File: src/ccp_pkg.sv
package ccp_pkg;
  // Register word offsets (byte addresses)
  localparam logic [11:0] ctrl_off = 12'h000;
  localparam logic [11:0] data_low_off = 12'h004;
  localparam logic [11:0] data_high_off = 12'h008;
  localparam logic [11:0] status_off = 12'h00C;
  localparam logic [11:0] tsel_off = 12'h010;
  // Field positions
  localparam int mode_lsb = 0;
  localparam int duty_lsb = 4;
  localparam int flag_bit = 0;
  localparam int irq_en_bit = 1;
  localparam int cmp_out_bit = 2;
  // Reset values
  localparam logic [7:0] ctrl_rst = 8'h00;
  localparam logic [7:0] data_rst = 8'h00;
  localparam logic [1:0] tsel_rst = 2'h0;
  // Prescale counts
  localparam logic [3:0] presc_div4 = 4'h3;
  localparam logic [3:0] presc_div16 = 4'hF;
  // Mode codes
  localparam logic [3:0] m_off = 4'h0;
  localparam logic [3:0] m_toggle = 4'h2;
  localparam logic [3:0] m_fall = 4'h4;
  localparam logic [3:0] m_rise = 4'h5;
  localparam logic [3:0] m_rise4 = 4'h6;
  localparam logic [3:0] m_rise16 = 4'h7;
  localparam logic [3:0] m_set_hi = 4'h8;
  localparam logic [3:0] m_set_lo = 4'h9;
  localparam logic [3:0] m_soft = 4'hA;
  localparam logic [3:0] m_special = 4'hB;
  typedef enum logic [1:0] {cls_off, cls_capture, cls_compare, cls_pwm} mode_class_e;
endpackage

File: src/pin_sync_edge.sv
`timescale 1ns/1ps
module pin_sync_edge (
  // Clock and reset
  input wire logic clock,
  input wire logic rstn,
  // Pin sample and edges
  input wire logic pin,
  output logic rise,
  output logic fall
);
  logic s1_r;
  logic s2_r;
  logic s3_r;

  always_ff @(posedge clock or negedge rstn) begin
    if (!rstn) begin
      s1_r <= 1'b0;
      s2_r <= 1'b0;
      s3_r <= 1'b0;
    end else begin
      s1_r <= pin;
      s2_r <= s1_r;
      s3_r <= s2_r;
    end
  end

  assign rise = s2_r & ~s3_r;
  assign fall = ~s2_r & s3_r;
endmodule

File: src/capture_compare_pwm_control.sv
// Functional notes
// - Control bits 7-6 read zero, ignore writes
// - Bits 5-4 are PWM duty low bits
// - Mode 0000 disables and resets channel
// - Mode 0010 toggles output, sets flag
// - Modes 0100-0111 select capture edge/prescale
// - Mode 1000 starts low, match forces high
// - Mode 1001 starts high, match forces low
// - Mode 1010 sets flag only, pin is latch
// - Mode 1011 fires special event trigger
// - Special trigger clears assigned timer counter
// - Modes 11xx are PWM on timer two/four
// - Data register is two RW bytes
// - Capture/compare use timer one or three
// - Timer assignment chooses one of four
// - Assignment splits enhanced channels between pairs
// - Capture copies 16-bit assigned timer count
// - Capture sets flag, software clears it
// - New capture overwrites unread data
// - Pin sampled even when driven as output
// - Mode change may raise false flag
// - Prescaler cleared on off, leaving capture
// - Prescale switch keeps counter, may flag
//
// Decided for this implementation: the placing of the registers and the APB interface to the registers.
`timescale 1ns/1ps
module capture_compare_pwm_control #(
  parameter int channel_index = 2
) (
  // Clock and reset
  input wire logic clock,
  input wire logic rstn,
  // APB slave
  input wire logic psel,
  input wire logic penable,
  input wire logic pwrite,
  input wire logic [11:0] paddr,
  input wire logic [31:0] pwdata,
  output logic [31:0] prdata,
  output logic pready,
  output logic pslverr,
  // Channel pin and port latch
  input wire logic channel_pin,
  input wire logic port_latch,
  output logic pin_out,
  // Shared timers
  input wire logic [15:0] first_timer_count,
  input wire logic [15:0] third_timer_count,
  input wire logic timer_pwm_tick_second,
  input wire logic timer_pwm_tick_fourth,
  // Outputs to system
  output logic special_trigger,
  output logic clear_first_timer,
  output logic clear_third_timer,
  output logic pwm_uses_fourth,
  output logic [9:0] pwm_duty
);
  import ccp_pkg::*;

  logic [5:0] ctrl_r;
  logic [7:0] data_low_r;
  logic [7:0] data_high_r;
  logic flag_r;
  logic irq_en_r;
  logic [1:0] tsel_r;
  logic cmp_out_r;
  logic [3:0] presc_r;
  logic [3:0] prev_mode_r;
  logic match_seen_r;
  logic rise;
  logic fall;
  logic [3:0] mode;
  mode_class_e cls;
  logic use_third;
  logic [15:0] tbase;
  logic wr_en;
  logic rd_en;
  logic cap_event;
  logic cmp_match;
  logic capture_mode;

  // ==========================================================
  // Mode decode and time base
  assign mode = ctrl_r[mode_lsb +: 4];
  assign capture_mode = (mode[3:2] == 2'b01);
  always_comb begin
    if (mode == m_off || mode == 4'h1 || mode == 4'h3) begin
      cls = cls_off;
    end else if (capture_mode) begin
      cls = cls_capture;
    end else if (mode[3:2] == 2'b11) begin
      cls = cls_pwm;
    end else begin
      cls = cls_compare;
    end
  end

  // Assignment: 0 all first pair, 1 only channel one, 2 channels one-two, 3 all third pair
  always_comb begin
    case (tsel_r)
      2'd0: use_third = 1'b0;
      2'd1: use_third = (channel_index > 1);
      2'd2: use_third = (channel_index > 2);
      default: use_third = 1'b1;
    endcase
  end
  assign tbase = use_third ? third_timer_count : first_timer_count;

  // ==========================================================
  // Pin edge detection
  pin_sync_edge pin_sync_edge_i (
    .clock(clock),
    .rstn(rstn),
    .pin(channel_pin),
    .rise(rise),
    .fall(fall)
  );

  // ==========================================================
  // APB access
  assign wr_en = psel & penable & pwrite;
  assign rd_en = psel & ~penable & ~pwrite;

  always_ff @(posedge clock or negedge rstn) begin
    if (!rstn) begin
      pready <= 1'b0;
      pslverr <= 1'b0;
      prdata <= 32'h0000_0000;
    end else begin
      pready <= psel & ~penable;
      pslverr <= psel & ~penable & ~(paddr == ctrl_off || paddr == data_low_off ||
                 paddr == data_high_off || paddr == status_off || paddr == tsel_off);
      if (rd_en) begin
        if (paddr == ctrl_off) begin
          prdata <= {26'h0, ctrl_r};
        end else if (paddr == data_low_off) begin
          prdata <= {24'h0, data_low_r};
        end else if (paddr == data_high_off) begin
          prdata <= {24'h0, data_high_r};
        end else if (paddr == status_off) begin
          prdata <= {29'h0, cmp_out_r, irq_en_r, flag_r};
        end else if (paddr == tsel_off) begin
          prdata <= {30'h0, tsel_r};
        end else begin
          prdata <= 32'h0000_0000;
        end
      end
    end
  end

  always_ff @(posedge clock or negedge rstn) begin
    if (!rstn) begin
      ctrl_r <= ctrl_rst[5:0];
      tsel_r <= tsel_rst;
      irq_en_r <= 1'b0;
    end else if (wr_en && pready) begin
      if (paddr == ctrl_off) begin
        ctrl_r <= pwdata[5:0];
      end else if (paddr == tsel_off) begin
        tsel_r <= pwdata[1:0];
      end else if (paddr == status_off) begin
        irq_en_r <= pwdata[irq_en_bit];
      end
    end
  end

  // ==========================================================
  // Capture and compare
  logic [3:0] presc_lim;
  always_comb begin
    case (mode)
      m_rise4: presc_lim = presc_div4;
      m_rise16: presc_lim = presc_div16;
      default: presc_lim = 4'h0;
    endcase
  end

  logic edge_hit;
  assign edge_hit = (mode == m_fall) ? fall : rise;
  assign cap_event = capture_mode && edge_hit && (presc_r >= presc_lim);
  assign cmp_match = (cls == cls_compare) && ({data_high_r, data_low_r} == tbase);

  always_ff @(posedge clock or negedge rstn) begin
    if (!rstn) begin
      presc_r <= 4'h0;
    end else if (!capture_mode) begin
      presc_r <= 4'h0;
    end else if (edge_hit) begin
      presc_r <= (presc_r >= presc_lim) ? 4'h0 : presc_r + 4'h1;
    end
  end

  always_ff @(posedge clock or negedge rstn) begin
    if (!rstn) begin
      prev_mode_r <= 4'h0;
      match_seen_r <= 1'b0;
    end else begin
      prev_mode_r <= mode;
      match_seen_r <= cmp_match;
    end
  end

  logic match_pulse;
  assign match_pulse = cmp_match & ~match_seen_r;

  // Data register: capture wins over software write
  always_ff @(posedge clock or negedge rstn) begin
    if (!rstn) begin
      data_low_r <= data_rst;
      data_high_r <= data_rst;
    end else if (cap_event) begin
      {data_high_r, data_low_r} <= tbase;
    end else if (wr_en && pready) begin
      if (paddr == data_low_off) begin
        data_low_r <= pwdata[7:0];
      end else if (paddr == data_high_off) begin
        data_high_r <= pwdata[7:0];
      end
    end
  end

  // Event flag: set wins over clear; mode changes may also flag
  logic cap_switch;
  assign cap_switch = capture_mode && (prev_mode_r[3:2] == 2'b01) && (prev_mode_r != mode);
  always_ff @(posedge clock or negedge rstn) begin
    if (!rstn) begin
      flag_r <= 1'b0;
    end else if (cap_event || match_pulse || cap_switch) begin
      flag_r <= 1'b1;
    end else if (wr_en && pready && paddr == status_off && pwdata[flag_bit]) begin
      flag_r <= 1'b0;
    end
  end

  // Compare output latch
  always_ff @(posedge clock or negedge rstn) begin
    if (!rstn) begin
      cmp_out_r <= 1'b0;
    end else if (mode == m_off) begin
      cmp_out_r <= 1'b0;
    end else if (mode != prev_mode_r && mode == m_set_hi) begin
      cmp_out_r <= 1'b0;
    end else if (mode != prev_mode_r && mode == m_set_lo) begin
      cmp_out_r <= 1'b1;
    end else if (match_pulse) begin
      if (mode == m_toggle) begin
        cmp_out_r <= ~cmp_out_r;
      end else if (mode == m_set_hi) begin
        cmp_out_r <= 1'b1;
      end else if (mode == m_set_lo) begin
        cmp_out_r <= 1'b0;
      end
    end
  end

  // ==========================================================
  // Outputs
  logic pin_nxt;
  always_comb begin
    if (mode == m_toggle || mode == m_set_hi || mode == m_set_lo) begin
      pin_nxt = cmp_out_r;
    end else begin
      pin_nxt = port_latch;
    end
  end

  always_ff @(posedge clock or negedge rstn) begin
    if (!rstn) begin
      pin_out <= 1'b0;
      special_trigger <= 1'b0;
      clear_first_timer <= 1'b0;
      clear_third_timer <= 1'b0;
      pwm_uses_fourth <= 1'b0;
      pwm_duty <= 10'h000;
    end else begin
      pin_out <= pin_nxt;
      special_trigger <= match_pulse && mode == m_special;
      clear_first_timer <= match_pulse && mode == m_special && !use_third;
      clear_third_timer <= match_pulse && mode == m_special && use_third;
      pwm_uses_fourth <= (cls == cls_pwm) && use_third;
      pwm_duty <= (cls == cls_pwm) ? {data_low_r, ctrl_r[duty_lsb +: 2]} : 10'h000;
    end
  end
endmodule

File: config.mk
export PLATFORM = sky130hd
export DESIGN_NAME = capture_compare_pwm_control
export DESIGN_NICKNAME = d
export VERILOG_FILES = /design/src/ccp_pkg.sv /design/src/pin_sync_edge.sv /design/src/capture_compare_pwm_control.sv
export SDC_FILE = /design/constraint.sdc
export NUM_CORES = 1
export LEC_CHECK = 0
export ABC_AREA = 0
export BUFFER_PORTS_ARGS = -buffer_cell sky130_fd_sc_hd__buf_4
export CORE_MARGIN = 4
export CORE_UTILIZATION = 35
export CTS_CLUSTER_SIZE = 16
export DETAILED_ROUTE_END_ITERATION = 7
export RECOVER_POWER = 100
export REMOVE_ABC_BUFFERS = 1
export SETUP_SLACK_MARGIN = 0.2
export SLEW_MARGIN = 20
export SYNTH_ARGS = -nofsm -noshare
export SYNTH_HDL_FRONTEND = slang
export SYNTH_SLANG_ARGS = --single-unit
export TNS_END_PERCENT = 5
File: constraint.sdc
create_clock -name clock -period 2.63 [get_ports clock]
set_input_delay 0.1315 -clock clock [delete_from_list [all_inputs] [get_ports clock]]
set_output_delay 0.1315 -clock clock [all_outputs]
set_load 0.05 [all_outputs]
==> impl_results.md <==
* CP cell instances: buf_12 > mux2i_2 > xnor2_1 > nor4_1 > nand4_2 > nor4b_2 > mux2i_1
* TritonCTS clock tree: built
* Worst slew pin tran at 1570 ps
* Synth Flop Type: dfrtp_1
* Drt wl/cell at 16.1 um
* Post-layout instance area at 0.00436 mm^2
* Hold Path Class: input pin to flop
* Critical Path End Type: flop
* Routability congestion estimate at 0.785
* H-tree Lvls at 3
* DRC viols at 0
* Clock transition at path regs at 70 ps
* Number of primary I/O pins at 134
* CP Launch Type: flop
* Post-synthesis cell area at 0.00357 mm^2
* Starting Density at 36.2%
* GR Layer Usage met3 at 4.38%
* Reg2reg setup slack at 230 ps
* Share of cells above drive strength 1 at 22.3%
* Fin nets at 506
* Routed Antenna Nets at 0
* Die Width at 109 um
* Critical path class: flop to flop
* Core box area at 0.00986 mm^2
* Final hold vios at 0
* Worst-case vdd ir drop at 0.279 mV
* Peak Freq at 417 MHz
* Synth cell types at 50
* Period minus WS final at 2400 ps
* CP peak stage delay at 520 ps
* N_diodes at 0
* Area taken by multi-input logic gates at 0.00176 mm^2
* Die ar. at 0.0119 mm^2
* Number of synthesized flops with an enable pin at 0
* DRT Wirelength at 8920 um
* Clock buffer depth at 2
* Most Crowded Layer GR: met1
* Max FO, Critical Path at 18
* Yosys Warn Count at 0
* Site Rows at 36
* MaxCap Viol Count at 1
* Leakage at 2.05 nW
* All-Layer GR Usage at 15.4%
* Pwr Density at 485 mW/mm^2
* M2 GR Usage at 22.5%
* RSZ-0062 raised after global routing: false
* Die H at 109 um
* Post-detail-place hpwl at 6550 um
* Setup TNS at 0 ps
* First-pass GRT wire length at 14,200 um
* Final setup fails at 0
* Fraction of registers with async set/reset at 100%
* Synthesized area per cell at 10.9 um^2
* Setup Skew at 9.00 ps
* Placed Area at 0.00426 mm^2
* PortBufs at 83
* Layout area overhead at 22.0%
* Seq cells post-synth at 64
* Headroom to the max-slew limit at -4.59%
* CTS Sinks at 64
* Vias per cell at 4.94
* Storage element area at 0.00160 mm^2
* Initial antenna violation count at 0
* Slew Viols, Final at 65
* Status: finished with violations
* Clock Latency Late Sink at 330 ps
* CP Data Required Time at 2890 ps
* Sequential area share after synthesis at 44.8%
* TritonRoute pass-1 iters at 4
* Fin crit share at 91.1%
* Starting DRT DRC Count at 176
* CTS Buf Count at 9
* Largest net degree at the start of global routing at 65
* Layout fillers at 970
* Cells after synthesis at 329
* Clock Tree Root: clkbuf_8
* Vias in the first global route at 2,734
* Crit-path slowest cell: nor4_1
* Crit path DAT at 2660 ps
* Grt ovf at 0
* Vias at 2,734
* Failing checks: max-capacitance violations, max-slew violations
* Met1 Track Usage GR at 22.5%
-- Yosys cell counts (7+ instances only) --
cell type,number,area [um^2]
a31oi_1,7,43.8
and3_1,18,113
buf_4,25,188
clkbuf_1,9,33.8
dfrtp_1,64,1600
inv_1,9,33.8
mux2_2,7,78.8
mux2i_1,47,470
nand2_1,13,48.8
nor2_1,8,30.0
o21ai_0,9,45.0
o21ai_1,9,45.0
xnor2_1,16,140
-- layout by cell type, fill, tap and decap left out, types with 4 or more instances in the layout --
cell type	instances
mux2i_1	46
conb_1	24
mux2_1	6
nand2b_1	6
or3_1	5
nand3_1	6
nand2_1	14
ha_1	5
xor2_1	4
and3_1	18
clkbuf_8	11
xnor2_1	16
a21oi_1	6
o21ai_0	15
nor4_1	5
buf_4	56
clkbuf_1	31
nor3_1	6
a31oi_1	7
nor2_1	8
mux2_2	6
inv_1	9
dfrtp_1	63
-- cell type report --
cell class	instances	share of cell area [%]
repair buffers	92	13.7
clock inverters	3	0.918
flip-flops and latches	64	36.7
inverters	9	0.775
clock buffers	13	3.64
well taps	133	3.82
multi-input cells	240	40.4
-- metal layers --
metal	share of wire (%)	wire length, um
met5	0	0
met4	1.2	106
met3	8.0	717
met2	45	4040
met1	46	4060
-- sequential cells by signal, summed over array words and instances (netlist names), 2 cells and up --
name	count
data_low_r	8
ctrl_r	6
prdata	8
prev_mode_r	4
tsel_r	2
presc_r	4
data_high_r	8
pwm_duty	10
-- critical path: cells and delay by family, from the launching register on --
kind / cells / cell delay [ps]
buf+inv: 1 / 200
flops: 1 / 430
simple gates: 3 / 1110
mux: 2 / 490
xor+xnor: 1 / 90
-- worst paths after layout --
kind,from,depth (start not counted),to
worst min-delay path,pwdata[4],2,ctrl_r[4]
min in group asynchronous,rstn,2,pwm_uses_fourth
worst min register to register,pin_sync_edge_i.s1_r,0,pin_sync_edge_i.s2_r
max in group asynchronous,rstn,2,tsel_r[0]
worst max register to register,tsel_r[0],7,cmp_out_r
worst max-delay path,tsel_r[0],7,cmp_out_r
-- through the flow --
step	power [mW]	setup WS [ps]	util [%]	cells	hold WS [ps]
6_report	2.11	233	44.2	554	36.2
2_1_floorplan	1.17	337	-	313	-164
4_1_cts	2.15	224	45.4	553	21.8
3_3_place_gp	1.30	298	43.1	535	243
5_1_grt	2.21	128	44.2	554	34.0
3_5_place_dp	1.30	262	43.1	535	245
-- power by group --
part	leakage (nW)	internal, mW	total [mW]	switching [mW]
Combinational	1.11	0.0832	0.270	0.186
Clock	0.103	0.487	0.842	0.354
Sequential	0.841	0.996	1.00	0.00775
-- cell families (layout without fill, tap and decap cells) --
logic type | after synthesis | count (layout) | share of synthesized area, %
AO/OA/AOI/OAI | 46 | 46 | 8.26
XOR/XNOR | 20 | 20 | 4.90
adder cells (fa/ha/maj) | 5 | 5 | 1.75
buffers and inverters | 48 | 117 | 8.02
flip-flops | 64 | 64 | 44.8
multiplexers | 61 | 61 | 17.7
other | 1 | 24 | 0.105
AND/OR/NAND/NOR | 84 | 84 | 14.5
-- repair_timing --
| action | CTS | global route |
|---|---|---|
| hold buffers | 2 | 0 |
| endpoints found under the setup margin | 0 | 3 |
| hold endpoints to repair | 65 | 0 |
| resized for setup | 0 | 2 |
| setup buffers | 0 | 1 |
No activity file was read; power rests on OpenSTA's default activity.
